<file path="src/pwmt_map.vh">
`ifndef PWMT_MAP_VH
`define PWMT_MAP_VH

// ==========================================================================
// Register indices; the byte address on the bus is four times the index.
// ==========================================================================
`define PWMT_IDX_DUTY3      8'h74
`define PWMT_IDX_DUTY2      8'h75
`define PWMT_IDX_DUTY1      8'h76
`define PWMT_IDX_DUTY0      8'h77
`define PWMT_IDX_WAVE_CTRL  8'h78
`define PWMT_IDX_TIMER_CS   8'h79
`define PWMT_IDX_COUNT      8'h7A
`define PWMT_IDX_RELOAD     8'h7B
`define PWMT_IDX_CAPT_CS    8'h7C
`define PWMT_IDX_CAPT1      8'h7D
`define PWMT_IDX_CAPT2      8'h7E

// ==========================================================================
// Field positions.
// ==========================================================================
`define PWMT_WC_OE_HI       7
`define PWMT_WC_OE_LO       4
`define PWMT_WC_POL_HI      3
`define PWMT_WC_POL_LO      0
`define PWMT_TCS_EXT        7
`define PWMT_TCS_DIV_HI     6
`define PWMT_TCS_DIV_LO     4
`define PWMT_TCS_RUN        3
`define PWMT_TCS_FORCE      2
`define PWMT_TCS_WIE        1
`define PWMT_TCS_WRAP       0
`define PWMT_CCS_EDGE_HI    5
`define PWMT_CCS_EDGE_LO    4
`define PWMT_CCS_IE_HI      3
`define PWMT_CCS_IE_LO      2
`define PWMT_CCS_FLAG_HI    1
`define PWMT_CCS_FLAG_LO    0

// ==========================================================================
// Reset values and counter constants.
// ==========================================================================
`define PWMT_RST_BYTE       8'h00
`define PWMT_CNT_TOP        8'hFF
`define PWMT_PRE_RST        7'h00

`endif

</file>
<file path="src/pwmt_timer.v">
`timescale 1ns/1ps
`include "pwmt_map.vh"

// Summary of operation
// - Counter readable live, writable through count register.
// - Overflow reloads counter from reload value.
// - Overflow switches outputs per channel polarity.
// - Reload value sets period and duty resolution.
// - Upper nibble enables each output pin.
// - Lower nibble sets polarity; zero high at/below compare.
// - Polarity change inverts output the next cycle, without waiting for overflow.
// - Per-channel duty register gives second edge.
// - Capture status bits 7:6 read zero.
// - Edge bit: 0 falling, 1 rising.
// - Per-channel capture interrupt enables.
// - Capture flag set by hardware, cleared reading capture.
// - Capture registers latch counter, ignore writes.
// - All registers reset to zero.
// - Count write or forced reload clears prescaler.
// - Compare values reload from duty only at overflow.
// - Compare match restores pre-overflow output level.
// - Capture blocked until capture register read.
module pwmt_timer #(
  parameter CHANNELS = 4,           // Number of waveform outputs.
  parameter CAPTURES = 2            // Number of capture channels.
) (
  // Clock and reset.
  input  wire                mclk_in,
  input  wire                nrst_in,
  // APB slave.
  input  wire                psel_in,
  input  wire                penable_in,
  input  wire                pwrite_in,
  input  wire [11:0]         paddr_in,
  input  wire [31:0]         pwdata_in,
  output wire                pready_out,
  output wire                pslverr_out,
  output wire [31:0]         prdata_out,
  // Timer pins.
  input  wire                ext_clk_in,
  input  wire [CAPTURES-1:0] capture_pin_in,
  output wire [CHANNELS-1:0] wave_out,
  output wire [CHANNELS-1:0] wave_oe_out,
  // Interrupt requests.
  output wire                wrap_irq_out,
  output wire [CAPTURES-1:0] capture_irq_out
);

  // ========================================================================
  // Helper functions
  // ========================================================================

  // Returns the prescaler mask for a division select of 0 to 7.
  function [6:0] pwmt_div_mask;
    input [2:0] sel;
    begin
      pwmt_div_mask = 7'h7F >> (3'h7 - sel);
      if (sel == 3'h0) begin
        pwmt_div_mask = 7'h00;
      end
    end
  endfunction

  // Turns a word byte address into a register index, flagging misalignment.
  function [8:0] pwmt_index;
    input [11:0] addr;
    begin
      pwmt_index = {(addr[1:0] != 2'h0) | (addr[11:10] != 2'h0), addr[9:2]};
    end
  endfunction

  // Returns the register index of one duty channel; channel zero sits highest.
  function [8:0] pwmt_duty_index;
    input integer ch;
    begin
      pwmt_duty_index = {1'b0, `PWMT_IDX_DUTY0} - ch[8:0];
    end
  endfunction

  // ========================================================================
  // Storage
  // ========================================================================
  reg  [7:0]          duty_level_reg [0:CHANNELS-1];  // Software duty values.
  reg  [7:0]          compare_value_reg [0:CHANNELS-1]; // Buffered compares.
  reg  [7:0]          wave_output_control_reg;        // Enables and polarity.
  reg                 ext_sel_reg;                    // External clock select.
  reg  [2:0]          div_sel_reg;                    // Prescaler division.
  reg                 run_reg;                        // Counter enable.
  reg                 wrap_irq_en_reg;                // Overflow request enable.
  reg                 wrap_flag_reg;                  // Overflow flag.
  reg  [7:0]          count_reg;                      // Running counter.
  reg  [7:0]          reload_value_reg;               // Auto-reload value.
  reg  [CAPTURES-1:0] capture_edge_reg;               // Edge selects.
  reg  [CAPTURES-1:0] capture_irq_en_reg;             // Capture request enables.
  reg  [CAPTURES-1:0] capture_flag_reg;               // Capture flags.
  reg  [7:0]          captured_count_reg [0:CAPTURES-1]; // Latched counts.
  reg  [6:0]          presc_reg;                      // Seven-bit prescaler.
  reg                 ext_prev_reg;                   // Last external clock.
  reg  [CAPTURES-1:0] capt_prev_reg;                  // Last capture pin levels.
  reg  [CHANNELS-1:0] wave_reg;                       // Registered pin levels.
  reg  [31:0]         rdata_reg;                      // Read data.
  reg                 err_reg;                        // Unmapped flag for access.

  // ========================================================================
  // Bus decode
  // ========================================================================
  wire       setup_ph   = psel_in & ~penable_in;      // Setup cycle.
  wire       access_ph  = psel_in & penable_in;       // Access cycle, completes.
  wire [8:0] idx        = pwmt_index(paddr_in);       // Index with bad bit.
  wire       wr_go      = access_ph & pwrite_in & ~err_reg;
  wire       rd_go      = access_ph & ~pwrite_in & ~err_reg;
  wire [7:0] wb         = pwdata_in[7:0];             // Written byte.

  // Strobes for registers with side effects.
  wire wr_count  = wr_go & (idx == {1'b0, `PWMT_IDX_COUNT});
  wire wr_tcs    = wr_go & (idx == {1'b0, `PWMT_IDX_TIMER_CS});
  wire force_rl  = wr_tcs & wb[`PWMT_TCS_FORCE];
  wire rd_tcs    = rd_go & (idx == {1'b0, `PWMT_IDX_TIMER_CS});
  wire [CAPTURES-1:0] rd_capt;
  assign rd_capt[0] = rd_go & (idx == {1'b0, `PWMT_IDX_CAPT1});
  assign rd_capt[1] = rd_go & (idx == {1'b0, `PWMT_IDX_CAPT2});

  // Zero-wait slave: the access cycle always completes.
  assign pready_out  = access_ph;
  assign pslverr_out = access_ph & err_reg;
  assign prdata_out  = rdata_reg;

  // ========================================================================
  // Read data mux
  // ========================================================================

  // Selects the addressed register; unmapped indices read zero.
  reg [7:0] rd_byte;
  reg       rd_bad;
  always @* begin
    rd_byte = 8'h00;
    rd_bad  = 1'b0;
    case (idx)
      {1'b0, `PWMT_IDX_DUTY3}:     rd_byte = duty_level_reg[3];
      {1'b0, `PWMT_IDX_DUTY2}:     rd_byte = duty_level_reg[2];
      {1'b0, `PWMT_IDX_DUTY1}:     rd_byte = duty_level_reg[1];
      {1'b0, `PWMT_IDX_DUTY0}:     rd_byte = duty_level_reg[0];
      {1'b0, `PWMT_IDX_WAVE_CTRL}: rd_byte = wave_output_control_reg;
      {1'b0, `PWMT_IDX_TIMER_CS}: begin
        // The force bit always reads zero.
        rd_byte = {ext_sel_reg, div_sel_reg, run_reg, 1'b0, wrap_irq_en_reg,
                   wrap_flag_reg};
      end
      {1'b0, `PWMT_IDX_COUNT}:     rd_byte = count_reg;
      {1'b0, `PWMT_IDX_RELOAD}:    rd_byte = reload_value_reg;
      {1'b0, `PWMT_IDX_CAPT_CS}: begin
        // Top two bits are reserved zero.
        rd_byte = {2'b00, capture_edge_reg, capture_irq_en_reg,
                   capture_flag_reg};
      end
      {1'b0, `PWMT_IDX_CAPT1}:     rd_byte = captured_count_reg[0];
      {1'b0, `PWMT_IDX_CAPT2}:     rd_byte = captured_count_reg[1];
      default: begin
        rd_bad = 1'b1;
      end
    endcase
  end

  // Captures read data and the error status in the setup cycle.
  always @(posedge mclk_in or negedge nrst_in) begin
    if (!nrst_in) begin
      rdata_reg <= 32'h0000_0000;
      err_reg   <= 1'b0;
    end else if (setup_ph) begin
      rdata_reg <= {24'h00_0000, rd_byte};
      err_reg   <= rd_bad;
    end
  end

  // ========================================================================
  // Prescaler and tick generation
  // ========================================================================

  // The input event is a CPU cycle, or a rising external clock edge.
  wire       in_tick  = run_reg & (~ext_sel_reg | (ext_clk_in & ~ext_prev_reg));
  wire [6:0] mask     = pwmt_div_mask(div_sel_reg);
  wire       cnt_tick = in_tick & ((presc_reg & mask) == mask);
  wire       wrap     = cnt_tick & (count_reg == `PWMT_CNT_TOP);

  // Prescaler; clears on counter write or forced reload.
  always @(posedge mclk_in or negedge nrst_in) begin
    if (!nrst_in) begin
      presc_reg    <= `PWMT_PRE_RST;
      ext_prev_reg <= 1'b0;
    end else begin
      ext_prev_reg <= ext_clk_in;
      if (wr_count | force_rl) begin
        presc_reg <= `PWMT_PRE_RST;
      end else if (in_tick) begin
        presc_reg <= presc_reg + 7'h01;
      end
    end
  end

  // ========================================================================
  // Counter and control registers
  // ========================================================================

  // Software writes, counter stepping and overflow flag.
  always @(posedge mclk_in or negedge nrst_in) begin
    if (!nrst_in) begin
      wave_output_control_reg <= `PWMT_RST_BYTE;
      ext_sel_reg      <= 1'b0;
      div_sel_reg      <= 3'h0;
      run_reg          <= 1'b0;
      wrap_irq_en_reg  <= 1'b0;
      wrap_flag_reg    <= 1'b0;
      count_reg        <= `PWMT_RST_BYTE;
      reload_value_reg <= `PWMT_RST_BYTE;
    end else begin
      if (wr_go && idx == {1'b0, `PWMT_IDX_WAVE_CTRL}) begin
        wave_output_control_reg <= wb;
      end
      if (wr_go && idx == {1'b0, `PWMT_IDX_RELOAD}) begin
        reload_value_reg <= wb;
      end
      if (wr_tcs) begin
        ext_sel_reg     <= wb[`PWMT_TCS_EXT];
        div_sel_reg     <= wb[`PWMT_TCS_DIV_HI:`PWMT_TCS_DIV_LO];
        run_reg         <= wb[`PWMT_TCS_RUN];
        wrap_irq_en_reg <= wb[`PWMT_TCS_WIE];
      end
      // Overflow sets the flag; a same-cycle read-clear loses.
      if (wrap) begin
        wrap_flag_reg <= 1'b1;
      end else if (rd_tcs) begin
        wrap_flag_reg <= 1'b0;
      end
      // Direct load wins over counting.
      if (wr_count) begin
        count_reg <= wb;
      end else if (force_rl) begin
        count_reg <= reload_value_reg;
      end else if (wrap) begin
        count_reg <= reload_value_reg;
      end else if (cnt_tick) begin
        count_reg <= count_reg + 8'h01;
      end
    end
  end

  // ========================================================================
  // Waveform channels
  // ========================================================================
  genvar gi;
  generate
    for (gi = 0; gi < CHANNELS; gi = gi + 1) begin : g_ch
      // Duty write, and compare reload only at overflow.
      always @(posedge mclk_in or negedge nrst_in) begin
        if (!nrst_in) begin
          duty_level_reg[gi]    <= `PWMT_RST_BYTE;
          compare_value_reg[gi] <= `PWMT_RST_BYTE;
        end else begin
          if (wr_go && idx == pwmt_duty_index(gi)) begin
            duty_level_reg[gi] <= wb;
          end
          if (wrap) begin
            compare_value_reg[gi] <= duty_level_reg[gi];
          end
        end
      end

      // Level follows counter against compare, flipped by polarity.
      wire pol = wave_output_control_reg[`PWMT_WC_POL_LO + gi];
      wire en  = wave_output_control_reg[`PWMT_WC_OE_LO + gi];
      always @(posedge mclk_in or negedge nrst_in) begin
        if (!nrst_in) begin
          wave_reg[gi] <= 1'b0;
        end else begin
          // Overflow starts the active level, passing compare restores it;
          // polarity takes effect the next cycle without waiting.
          wave_reg[gi] <= en & ((count_reg <= compare_value_reg[gi]) ^ pol);
        end
      end
      assign wave_oe_out[gi] = en;
    end
  endgenerate

  assign wave_out     = wave_reg;
  assign wrap_irq_out = wrap_flag_reg & wrap_irq_en_reg;

  // ========================================================================
  // Capture control register
  // ========================================================================

  // Edge selects and interrupt enables are plain software bits.
  always @(posedge mclk_in or negedge nrst_in) begin
    if (!nrst_in) begin
      capture_edge_reg   <= {CAPTURES{1'b0}};
      capture_irq_en_reg <= {CAPTURES{1'b0}};
      capt_prev_reg      <= {CAPTURES{1'b0}};
    end else begin
      capt_prev_reg <= capture_pin_in;
      if (wr_go && idx == {1'b0, `PWMT_IDX_CAPT_CS}) begin
        capture_edge_reg   <= wb[`PWMT_CCS_EDGE_HI:`PWMT_CCS_EDGE_LO];
        capture_irq_en_reg <= wb[`PWMT_CCS_IE_HI:`PWMT_CCS_IE_LO];
      end
    end
  end

  // ========================================================================
  // Capture channels
  // ========================================================================
  generate
    for (gi = 0; gi < CAPTURES; gi = gi + 1) begin : g_cap
      // Rising edge when the select is one, falling edge otherwise.
      wire rise = capture_pin_in[gi] & ~capt_prev_reg[gi];
      wire fall = ~capture_pin_in[gi] & capt_prev_reg[gi];
      wire hit  = capture_edge_reg[gi] ? rise : fall;

      // Latch and flag; a pending flag blocks further captures.
      always @(posedge mclk_in or negedge nrst_in) begin
        if (!nrst_in) begin
          captured_count_reg[gi] <= `PWMT_RST_BYTE;
          capture_flag_reg[gi]   <= 1'b0;
        end else begin
          if (hit && !capture_flag_reg[gi]) begin
            captured_count_reg[gi] <= count_reg;
            capture_flag_reg[gi]   <= 1'b1;
          end else if (rd_capt[gi]) begin
            capture_flag_reg[gi] <= 1'b0;
          end
        end
      end

      assign capture_irq_out[gi] = capture_flag_reg[gi] & capture_irq_en_reg[gi];
    end
  endgenerate

endmodule

</file>
<file path="config.mk">
export PLATFORM = sky130hd
export DESIGN_NAME = pwmt_timer
export DESIGN_NICKNAME = d
export VERILOG_FILES = /design/src/pwmt_timer.v
export VERILOG_INCLUDE_DIRS = /design/src
export SDC_FILE = /design/constraint.sdc
export NUM_CORES = 1
export LEC_CHECK = 0
export ABC_AREA = 1
export BUFFER_PORTS_ARGS = -buffer_cell sky130_fd_sc_hd__buf_2
export CAP_MARGIN = 20
export CORE_AREA = 5 5 145 147
export CTS_CLUSTER_DIAMETER = 120
export CTS_CLUSTER_SIZE = 40
export DETAILED_ROUTE_END_ITERATION = 8
export DIE_AREA = 0 0 150 152
export HOLD_SLACK_MARGIN = 0.05
export PLACE_DENSITY = 0.59
export SYNTH_ARGS = -nofsm -noshare
export SYNTH_HDL_FRONTEND = slang
export SYNTH_SLANG_ARGS = --single-unit
</file>
<file path="constraint.sdc">
create_clock -name mclk_in -period 5 [get_ports mclk_in]
set_clock_uncertainty 0.2 [all_clocks]
set_input_delay 0.25 -clock mclk_in [delete_from_list [all_inputs] [get_ports mclk_in]]
set_output_delay 0.25 -clock mclk_in [all_outputs]
set_load 0.005 [all_outputs]
</file>
[After elaboration in Yosys (flattened, before gate mapping)]
Cells that the tools add are included.
Cells by class
  reductions and logical operators: 20
  add/sub/neg operators: 3
  bitwise operators: 45
  magnitude comparators: 4
  eq/ne operators: 13
  shifts and indexed selects: 1
  muxes and demuxes: 17
Operators by type and width (count)
  $eq A9 B7 Y1 const B: 11
  $pmux W8 S11: 1
  $le A8 B8 Y1: 4
  $mux W8: 4
  $and A1 B1 Y1: 28
  $mux W7: 3
  $reduce_bool A2 Y1: 6
  $reduce_or A11 Y1: 1
  $logic_and A1 B1 Y1: 9
  $mux W1: 9
  $not A1 Y1: 9
  $add A8 B1 Y8 const B: 1
  $eq A8 B8 Y1 const B: 1
  $add A7 B1 Y7 const B: 1
  $and A7 B7 Y7: 1
  $eq A7 B7 Y1: 1
  $shr A7 B3 Y7 const A: 1
  $reduce_bool A4 Y1: 1
  $xor A1 B1 Y1: 4
  $logic_not A3 Y1: 1
  $or A1 B1 Y1: 3
  $sub A3 B3 Y3 const A: 1
  $logic_not A1 Y1: 2
Word-level totals
  output and inout bits: 45
  flip-flop bits (word level): 140
  word-level logic and storage cells: 134

[Logic depth before layout (Yosys ltp)]
Gate-level depths: netlist (run 1).
  word-level depth: 10
  mapped depth: 13
  mapped depth without buffers: 12

[Least setup slack after synthesis (run 1)]
No wires, ideal clock.
  path type: register to register
  start: register count_reg[1]
  end: register compare_value_reg[8] (netlist bit)
  clock period less this slack: 1966 ps
  setup time: 125 ps
  data arrival time: 1641 ps
  setup slack: 3034 ps
  required time: 4675 ps
  path buffers: 1
  stages on the path, launching flop included: 9
  cell sequence: dfrtp_1 ha_1 nand3_1 nor2_1 nand2_1 nor2_1 nand3_2 buf_6 mux2_4
On the way
  cells in the longest elaborated chain, start to end: 2
Ends and longest elaborated chain
  start: declaration: line pwmt_timer.v:91  | reg [7:0] count_reg;
  start signal: assignment: line pwmt_timer.v:213  | count_reg <= `PWMT_RST_BYTE;
  start signal: assignment: line pwmt_timer.v:236  | count_reg <= wb;
  start signal: assignment: line pwmt_timer.v:238  | count_reg <= reload_value_reg;
  $eq A8 B8 Y1 (no source line)
  $and A1 B1 Y1: line pwmt_timer.v:183  | wire wrap = cnt_tick & (count_reg == `PWMT_CNT_TOP);
  end signal: indexed assignment: line pwmt_timer.v:257  | compare_value_reg[gi] <= `PWMT_RST_BYTE;
  end signal: indexed assignment: line pwmt_timer.v:263  | compare_value_reg[gi] <= duty_level_reg[gi];
  end: declaration: line pwmt_timer.v:84  | reg [7:0] compare_value_reg [0:CHANNELS-1];
No other way between the ends.
A chain may end at the register's enable or synchronous reset.

[Worst setup path after layout (run 1)]
  start: register count_reg[1]
  end: register compare_value_reg[16] (netlist bit)
Same word-level chain as after synthesis.

==> results of run 1 <==
[repair_timing]
item / 4_1_cts / 5_1_grt
endpoints found under the hold margin: 90 / 0
hold buffers: 10 / 0
buffers inserted: 0 / 0
[metal layers]
metal	track usage, %	vias to the layer above	routed length (um)
met5	0	-	0
met4	7.36	0	543
met3	3.22	40	1420
met2	29.5	237	9650
met1	28.3	3065	10100
li1	-	3229	-
[stage by stage]
stage	power (W)	hold slack [ps]	cell area (um2)	setup slack [ps]	util [%]
floorplan	0.00122	-246	7740	3030	-
global placement	0.00126	168	7970	1940	40.3
detailed placement	0.00126	172	7970	1940	40.3
CTS	0.00255	55.6	8670	1920	43.8
global route	0.00261	107	8670	1690	43.8
finish	0.00253	62.8	8670	1850	43.8
[area by class of cell]
type | count | area (um2)
timing repair buffer | 60 | 362
multi-input combinational | 675 | 3400
clock buffer | 22 | 454
sequential | 140 | 3500
clock inverter | 10 | 141
tap | 270 | 338
inverter | 124 | 465
fill | 2080 | 11100
[cells by family after synthesis]
logic type | count (synthesis) | share of synthesized area (%)
AOI/OAI and AO/OA | 186 | 12.4
xor gates and xnor gates | 10 | 1.14
adders and majority gates | 34 | 5.56
buffers and inverters | 181 | 10.8
DFF | 140 | 45.8
muxes | 2 | 0.343
other | 1 | 0.0490
and+or+nand+nor | 419 | 23.9
[power by group]
group / total [W] / internal, W / switching (W)
combinational: 0.000103 / 0.0000245 / 0.0000786
sequential: 0.00114 / 0.00114 / 0.00000508
clock: 0.00129 / 0.000798 / 0.000492
[synthesized netlist by cell type (2+ instances only)]
cell        n
nand4_1    42
inv_2       2
xor2_1      8
nor2_1    100
clkbuf_1   12
buf_6       3
dfrtp_1   140
buf_1       2
nand2_1   201
buf_2       9
ha_1       34
o21ai_0   135
nand3_2     4
o211ai_1    3
nor3_4      2
nor2_2      2
xnor2_1     2
nand3_1    61
a21oi_1    43
inv_1     122
nor3_1      2
buf_4      31
[how the worst max path moves through the flow]
stage,depth (start not counted),to,start
2_1_floorplan,8,compare_value_reg[8]$_DFFE_PN0P_,count_reg[1]$_DFFE_PN0P_
3_3_place_gp,8,compare_value_reg[16]$_DFFE_PN0P_,count_reg[1]$_DFFE_PN0P_
3_5_place_dp,8,compare_value_reg[16]$_DFFE_PN0P_,count_reg[1]$_DFFE_PN0P_
4_1_cts,8,compare_value_reg[16]$_DFFE_PN0P_,count_reg[1]$_DFFE_PN0P_
5_1_grt,8,compare_value_reg[16]$_DFFE_PN0P_,count_reg[1]$_DFFE_PN0P_
6_report,8,compare_value_reg[16]$_DFFE_PN0P_,count_reg[1]$_DFFE_PN0P_
[critical path: stages (launching register included)]
cell and delay [ps]:
dfrtp_1 660, ha_1 280, nand3_1 130, nor2_1 140
nand2_1 100, nor2_1 150, nand3_2 550, buf_4 500
mux2_2 310
==> impl_metrics.csv, run 1 <==
group,metric,value,unit
run_status,outcome,"finished clean",
clocking,cts_tree,"built",
detailed_routing,first_pass_iters,7,
flow_run,drv_cap,0,
yosys,yosys_warnings,0,
detailed_routing,antenna_left,0,
floorplanning,ioPinCount,97,
min_path,min-delay-start,"paddr_in[9]",
yosys,ys_seq_elements,140,
min_path,min_path_cells,5,
cells_and_area,layout.nets,1104,
floorplanning,fp.dieW,150,um
global_routing,track_usage,19.6,%
detailed_routing,drc,0,
min_path,hp-class,"in -> reg",
yosys,syn_inst,973,
cells_and_area,post_layout_nonfiller_instances,1301,
placed_design,gp_congestion,0.868,
cells_and_area,diodes,0,
power,vdd_drop_max,242,uV
sta,finalSetupViolCount,0,
global_routing,grt_first_pass_wirelength,34.6,mm
sta,hold_violations,0,
yosys,synth_area,0.00765,mm2
detailed_routing,routedWlPerCell,16.7,um
sta,tightestPinTransition,941,ps
detailed_routing,drt_wl_total,21.7,mm
yosys,synth.distinct_cells,35,
clocking,cts.clk_slew.worst_paths,60,ps
clocking,cts_buffers,17,
cells_and_area,layout_common_cells,"201 x nand2_1, 140 x dfrtp_1, 135 x o21ai_0",
detailed_routing,vias,6571,
worst_setup_path,r2r-start,"count_reg[1]$_DFFE_PN0P_",
worst_setup_path,reg2reg_depth,8,
global_routing,overflow,0,
sta,grt_setup_unrepaired,"false",
yosys,synth-main-ff-cell,"dfrtp_1",
cells_and_area,drive_gt1_share,8.92,%
worst_setup_path,critPathCaptureType,"flop",
global_routing,antenna_found_initial,0,
worst_setup_path,r2r_slack,1850,ps
floorplanning,die_y,152,um
power,power_density,292,mW/mm2
cells_and_area,area_delta_synth_final,13.3,%
clocking,cts_root_buffer,"clkbuf_16",
clocking,clock-sinks,140,
sta,fin_tns_setup,0,ps
worst_setup_path,crit_type,"reg -> reg",
yosys,yosysSeqAreaShare,45.8,%
placed_design,hpwl,15.0,mm
detailed_routing,via_per_inst,5.05,
worst_setup_path,path_max_fanout,41,
floorplanning,die_area,0.0228,mm2
floorplanning,start_util,38.7,%
clocking,cts_resized,0,
sta,slew_headroom,37.2,%
cells_and_area,final_common_cell,"nand2_1",
worst_setup_path,crit_path_start_kind,"flop",
yosys,synthArstFlopShare,100,%
worst_setup_path,rr_endpoint,"compare_value_reg[16]$_DFFE_PN0P_",
clocking,htreeDepth,4,
yosys,yosysTopAreaCell,"dfrtp_1",
placed_design,port_buffers,48,
global_routing,grt_max_degree,84,
sta,finalCritPeriodShare,62.9,%
sta,fin_crit,3150,ps
yosys,synth-edff-count,0,
global_routing,grt_pass1_vias,6272,
floorplanning,rows,52,
worst_setup_path,arrival,3250,ps
power,total_leakage_power,4.28,nW
floorplanning,core_area,0.0198,mm2
sta,fmax,318,MHz
detailed_routing,drt_first_iter_violations,651,
min_path,hold_end,"wrap_flag_reg$_DFFE_PN0P_",
yosys,yosys.area.top_type_share,45.8,%
placed_design,dp.cells,1259,
clocking,clk_path_buf_depth,2,
clocking,clk_latency,430,ps
worst_setup_path,required,5100,ps
yosys,synthTopCellsByArea,"dfrtp_1 46%, nand2_1 9.9%, o21ai_0 8.8%",
yosys,avgSynthCellArea,7.86,um2
sta,final_max_slew_viol_count,0,
Note: power is estimated with default switching activity, not from simulation.
==> inputs of run 2 (changes only) <==
--- a/config.mk
+++ b/config.mk
@@ -6,14 +6,14 @@
 export SDC_FILE = /design/constraint.sdc
 export NUM_CORES = 1
 export LEC_CHECK = 0
-export ABC_AREA = 1
+export ABC_AREA = 0
 export BUFFER_PORTS_ARGS = -buffer_cell sky130_fd_sc_hd__buf_2
 export CAP_MARGIN = 20
-export CORE_AREA = 5 5 145 147
+export CORE_AREA = 5 5 143 145
 export CTS_CLUSTER_DIAMETER = 120
 export CTS_CLUSTER_SIZE = 40
 export DETAILED_ROUTE_END_ITERATION = 8
-export DIE_AREA = 0 0 150 152
+export DIE_AREA = 0 0 148 150
 export HOLD_SLACK_MARGIN = 0.05
 export PLACE_DENSITY = 0.59
 export SYNTH_ARGS = -nofsm -noshare
==> constraint.sdc (replaced) <==
create_clock -name mclk_in -period 3.2 [get_ports mclk_in]
set_clock_uncertainty 0.2 [all_clocks]
set_input_delay 0.16 -clock mclk_in [delete_from_list [all_inputs] [get_ports mclk_in]]
set_output_delay 0.16 -clock mclk_in [all_outputs]
set_load 0.005 [all_outputs]
==> run 2 against run 1 <==
- final area is essentially flat
- flip-flop and latch count unchanged
- via count fell by 13%
- clock power increased by 52%
- largest power group unchanged
- combinational power is 71% higher
==> impl_metrics.csv, run 2 <==
group,metric,value,unit
run_status,outcome,"finished clean",
floorplanning,die_area,0.0222,mm2
yosys,yosysSeqAreaShare,47.1,%
yosys,syn_inst,688,
global_routing,overflow,0,
floorplanning,ioPinCount,97,
global_routing,busiest_layer,"met2",
floorplanning,core_area,0.0191,mm2
global_routing,track_usage,20.1,%
clocking,cts_root_buffer,"clkbuf_16",
cells_and_area,layout_common_cells,"140 x dfrtp_1, 84 x mux2_2, 68 x nand2_1",
placed_design,gp_congestion,0.909,
flow_run,drv_cap,0,
yosys,synth.distinct_cells,65,
yosys,synthArstFlopShare,100,%
sta,hold_violations,0,
yosys,synth-edff-count,0,
yosys,avgSynthCellArea,10.8,um2
worst_setup_path,crit_type,"reg -> reg",
detailed_routing,vias,5727,
sta,tightestPinTransition,957,ps
sta,finalSetupViolCount,0,
yosys,ys_seq_elements,140,
worst_setup_path,critPathCaptureType,"flop",
placed_design,place_ws,592,ps
clocking,cts_buffers,17,
placed_design,port_buffers,48,
sta,fin_crit,2590,ps
min_path,hp-class,"in -> reg",
power,p_total,0.00393,W
floorplanning,die_y,150,um
worst_setup_path,path_buf_inv,0,
floorplanning,start_util,39.0,%
sta,slew_headroom,36.0,%
yosys,yosys_warnings,0,
sta,fmax,386,MHz
global_routing,gr-usage-met3,4.60,%
clocking,htreeDepth,4,
cells_and_area,drive_gt1_share,25.3,%
sta,final_max_slew_viol_count,0,
sta,grt_setup_unrepaired,"false",
sta,finalCritPeriodShare,80.9,%
cells_and_area,layout.nets,848,
yosys,synth-main-ff-cell,"dfrtp_1",
yosys,synth_commonest_cells,"140 x dfrtp_1, 84 x mux2_2, 68 x nand2_1, 45 x o21ai_0, 34 x ha_1",
detailed_routing,antenna_left,0,
cells_and_area,final_area,0.00867,mm2
detailed_routing,drt_wl_total,21.7,mm
cells_and_area,final_common_cell,"dfrtp_1",
worst_setup_path,crit_chain,"ha_1 -> nand4_1 -> o21ai_1 -> a221oi_1 -> o21ai_0",
worst_setup_path,crit_family,"compound AO/OA/AOI/OAI gates",
power,vdd_drop_max,367,uV
power,total_leakage_power,4.25,nW
sta,fin_ws,610,ps
detailed_routing,drc,0,
placed_design,hpwl,15.5,mm
sta,fin_tns_setup,0,ps
yosys,synth_area,0.00744,mm2
placed_design,place_area,0.00793,mm2
clocking,cts.clk_slew.worst_paths,60,ps
yosys,yosysTopAreaCell,"dfrtp_1",
cells_and_area,multi_input_area,0.00359,mm2
clocking,clk_path_buf_depth,2,
clocking,cts_tree,"built",
yosys,yosys.area.top_type_share,47.1,%
clocking,clk_latency,420,ps
clocking,clock-sinks,140,
yosys,synthTopCellsByArea,"dfrtp_1 47%, mux2_2 13%, ha_1 5.7%",
global_routing,antenna_found_initial,0,
floorplanning,rows,51,
cells_and_area,area_delta_synth_final,16.5,%
global_routing,gr-usage-met2,30.6,%
cells_and_area,layout.area.seq,0.00350,mm2
global_routing,grt_use_met1,28.6,%
global_routing,grt_max_degree,76,
detailed_routing,via_per_inst,5.66,
power,power_density,454,mW/mm2
detailed_routing,drt_first_iter_violations,496,
floorplanning,fp.dieW,148,um
worst_setup_path,slowest_stage,"o21ai_1",
global_routing,grt_first_pass_wirelength,34.1,mm
detailed_routing,routedWlPerCell,21.4,um
worst_setup_path,crit_path_start_kind,"flop",
worst_setup_path,path_max_fanout,11,
cells_and_area,diodes,0,
worst_setup_path,required,3330,ps
clocking,cts_resized,0,
worst_setup_path,arrival,2720,ps
cells_and_area,fill_cells,1765,
yosys,synth.most_common_cell,"dfrtp_1",
worst_setup_path,critPathMaxStageDelay,650,ps
global_routing,grt_pass1_vias,5866,
detailed_routing,first_pass_iters,4,
-- run 2: layout make-up --
type / count / share of cell area (%)
repair buffers: 85 / 6.65
flip-flops and latches: 140 / 40.4
inverters: 33 / 1.43
well taps: 238 / 3.44
multi-input cells: 485 / 41.4
clock buffers: 25 / 5.72
clock inverters: 6 / 0.982
-- run 2: path summary, 6_finish.rpt --
check                                          start                                 to  slack (ps)  cells past startpoint
setup / recovery            count_reg[0]$_DFFE_PN0P_           count_reg[6]$_DFFE_PN0P_         610                      5
max in group asynchronous                    nrst_in         capt_prev_reg[1]$_DFF_PN0_        1820                      3
hold reg to reg            prdata_out[2]$_DFFE_PN0P_          prdata_out[2]$_DFFE_PN0P_         280                      2
hold / removal                           paddr_in[4]          prdata_out[6]$_DFFE_PN0P_          90                      4
min in group asynchronous                    nrst_in  compare_value_reg[26]$_DFFE_PN0P_         140                      2
setup reg to reg            count_reg[0]$_DFFE_PN0P_           count_reg[6]$_DFFE_PN0P_         610                      5
-- run 2: routing by layer --
layer	routed length, um	vias to the layer above	share of wire, %
met5	0	-	0
met4	595	0	2.7
met3	1280	35	5.9
met2	9660	206	45
met1	10100	2895	47
li1	-	2591	-
-- run 2: through the flow --
step	cells	hold WS, ps	utilization, %
2_1_floorplan	711	-336	-
3_3_place_gp	965	38.9	41.6
3_5_place_dp	965	55.4	41.6
4_1_cts	1012	64.7	45.4
5_1_grt	1012	86.7	45.4
6_report	1012	88.0	45.4
-- run 2: repair_timing --
item | CTS | global route
setup endpoints to repair | 0 | 0
hold buffers | 16 | 0
buffers inserted | 0 | 0
hold endpoints to repair | 137 | 0
-- run 2: worst reg2reg max path: stages (launching register included) --
cell and delay (ps):
dfrtp_1 600, ha_1 310, nand4_1 340, o21ai_1 650, a221oi_1 190, o21ai_0 220
-- run 2: kinds of logic (layout without fill, tap and decap cells) --
family / Yosys count / in the layout / synth area share, %
xor+xnor: 14 / 14 / 1.65
simple gates: 179 / 179 / 12.5
flops: 140 / 140 / 47.1
compound gates: 142 / 142 / 12.7
mux: 92 / 92 / 14.3
other cells: 1 / 24 / 0.0504
fa+ha+maj: 34 / 34 / 5.72
buf+inv: 86 / 149 / 6.02
-- run 2: where the power goes --
part	switching (W)	total, W	internal, W	leakage [nW]
registers	0.0000116	0.00180	0.00178	1.77
clock network	0.000740	0.00196	0.00122	0.279
logic	0.000119	0.000176	0.0000573	2.19
total	0.000870	0.00393	0.00306	4.25
==> inputs of run 3 (changes only) <==
--- a/config.mk
+++ b/config.mk
@@ -15,7 +15,7 @@
 export DETAILED_ROUTE_END_ITERATION = 8
 export DIE_AREA = 0 0 148 150
 export HOLD_SLACK_MARGIN = 0.05
-export PLACE_DENSITY = 0.59
+export PLACE_DENSITY = 0.61
 export SYNTH_ARGS = -nofsm -noshare
 export SYNTH_HDL_FRONTEND = slang
 export SYNTH_SLANG_ARGS = --single-unit
==> constraint.sdc (replaced) <==
create_clock -name mclk_in -period 2.29 [get_ports mclk_in]
set_clock_uncertainty 0.2 [all_clocks]
set_input_delay 0.1145 -clock mclk_in [delete_from_list [all_inputs] [get_ports mclk_in]]
set_output_delay 0.1145 -clock mclk_in [all_outputs]
set_load 0.005 [all_outputs]
==> run 3 against run 2 <==
- via count grew 0.63%
- critical path depth grew 3
- register-to-register slack lost 540 ps
- global-route usage shrank 0.84 points
- final cell count grew 4.3%
- largest power group unchanged
- worst setup slack lost 540 ps
- worst hold slack lost 18 ps
- first-iteration DRC count grew 9.1%
==> impl_metrics.csv, run 3 (synthesis gave the netlist of run 2 again) <==
group,metric,value,unit
power,p_total,0.00547,W
clocking,cts_tree,"built",
cells_and_area,final_common_cell,"dfrtp_1",
sta,tightestPinTransition,639,ps
sta,grt_setup_unrepaired,"true",
power,vdd_drop_max,527,uV
detailed_routing,drc,0,
global_routing,grt_first_pass_wirelength,32.5,mm
cells_and_area,diodes,0,
detailed_routing,drt_wl_total,20.8,mm
run_status,outcome,"finished clean",
sta,fin_crit,2220,ps
placed_design,hpwl,15.5,mm
power,power_density,605,mW/mm2
sta,fin_tns_setup,0,ps
clocking,clock-sinks,140,
worst_setup_path,required,2450,ps
sta,finalCritPeriodShare,97.0,%
worst_setup_path,arrival,2380,ps
sta,finalSetupViolCount,0,
detailed_routing,wl_met2,9.53,mm
clocking,clk_path_buf_depth,2,
clocking,clk_latency,420,ps
floorplanning,core_area,0.0191,mm2
floorplanning,rows,51,
sta,slew_headroom,57.4,%
worst_setup_path,critPathCaptureType,"flop",
global_routing,antenna_found_initial,0,
worst_setup_path,crit_type,"reg -> reg",
detailed_routing,antenna_left,0,
global_routing,grt_max_degree,64,
worst_setup_path,slowest_stage,"dfrtp_1",
worst_setup_path,critPathMaxStageDelay,480,ps
detailed_routing,drt_first_iter_violations,541,
cells_and_area,layout_common_cells,"137 x dfrtp_1, 84 x mux2_2, 68 x nand2_1",
detailed_routing,via_per_inst,5.46,
flow_run,drv_cap,0,
min_path,hp-class,"in -> async",
clocking,htreeDepth,4,
clocking,cts.clk_slew.worst_paths,60,ps
worst_setup_path,crit_chain,"ha_1 -> a21o_1 -> a21o_1 -> a21oi_1 -> a32oi_1 -> buf_4 -> xnor2_1 -> and2_1",
sta,hold_violations,0,
sta,final_max_slew_viol_count,0,
floorplanning,ioPinCount,97,
global_routing,track_usage,19.3,%
detailed_routing,first_pass_iters,5,
worst_setup_path,crit_path_start_kind,"flop",
global_routing,overflow,0,
detailed_routing,routedWlPerCell,19.7,um
detailed_routing,dr.max_layer_used,"met4",
clocking,cts_buffers,17,
floorplanning,start_util,39.0,%
worst_setup_path,path_max_fanout,5,
worst_setup_path,cpMostUsedCell,"a21o_1",
cells_and_area,area_delta_synth_final,21.5,%
detailed_routing,dr_wl_met3,1.28,mm
floorplanning,fp.dieW,148,um
sta,fmax,450,MHz
global_routing,grt_pass1_vias,5605,
cells_and_area,post_layout_nonfiller_instances,1056,
cells_and_area,layout.nets,892,
floorplanning,die_y,150,um
placed_design,dp.cells,1007,
floorplanning,die_area,0.0222,mm2
power,total_leakage_power,4.48,nW
placed_design,gp_congestion,0.940,
detailed_routing,wl_met1,9.50,mm
placed_design,port_buffers,48,
clocking,cts_root_buffer,"clkbuf_16",
cells_and_area,drive_gt1_share,30.0,%
detailed_routing,vias,5763,
cells_and_area,finish.utilization,47.4,%
run 3: changes by cell type in the layout (fill, tap and decap cells not counted), sizes merged:
cell	previous run	this run
buf	69	112
clkbuf	25	20
clkinv	2	6
clkinvlp	2	3
dlygate4sd3	16	17
run 3: critical path, delay by kind of cell (launching register included):
family | cells | cell delay (ps)
flops | 1 | 480
simple gates | 1 | 170
fa+ha+maj | 1 | 330
compound gates | 4 | 570
buf+inv | 1 | 160
xor+xnor | 1 | 240
run 3: power by group:
part           switching (W)  leakage [nW]  internal (W)
Combinational       0.000167          2.43     0.0000960
Sequential         0.0000139          1.77       0.00249
Clock                0.00106         0.278       0.00165
Total                0.00124          4.48       0.00424
run 3: through the flow:
stage                     setup slack [ps]  hold WS, ps  cell area, um2
after floorplan                       40.2         -381            7530
after global placement                27.7        -35.5            8280
after detailed placement             -4.04        -37.5            8280
after CTS                             25.4         77.9            9030
after global routing                 -59.7          120            9040
final                                 69.1         69.5            9040
run 3: path summary, 6_finish.rpt:
| path | startpoint | to | slack (ps) | cells past startpoint |
|---|---|---|---|---|
| min in group mclk_in | paddr_in[5] | prdata_out[6]$_DFFE_PN0P_ | 120 | 4 |
| worst max-delay path | count_reg[5]$_DFFE_PN0P_ | wave_out[0]$_DFF_PN0_ | 70 | 8 |
| max in group asynchronous | nrst_in | captured_count_reg[11]$_DFFE_PN0P_ | 1160 | 3 |
| worst max register to register | count_reg[5]$_DFFE_PN0P_ | wave_out[0]$_DFF_PN0_ | 70 | 8 |
| worst min register to register | prdata_out[0]$_DFFE_PN0P_ | prdata_out[0]$_DFFE_PN0P_ | 270 | 2 |
| worst min-delay path | nrst_in | compare_value_reg[31]$_DFFE_PN0P_ | 70 | 2 |
run 3: final cells by class:
cell class	instances	area [um2]
Timing Repair Buffer	129	951
Clock buffer	20	457
Tap cell	238	298
Inverter	33	124
Sequential cell	140	3510
Multi-Input combinational cell	485	3590
Fill cell	1772	10000
Clock inverter	11	120
run 3: repair_timing:
action	4_1_cts	5_1_grt
hold buffers	17	0
resized for setup	1	4
pin swaps	0	1
setup endpoints to repair	3	27
hold endpoints to repair	220	0
setup buffers	0	1
run 3: layer usage:
layer,up-vias,track usage (%)
li1,2676,-
met1,2853,27.1
met2,197,29.8
met3,37,3.97
met4,0,6.79
met5,-,0
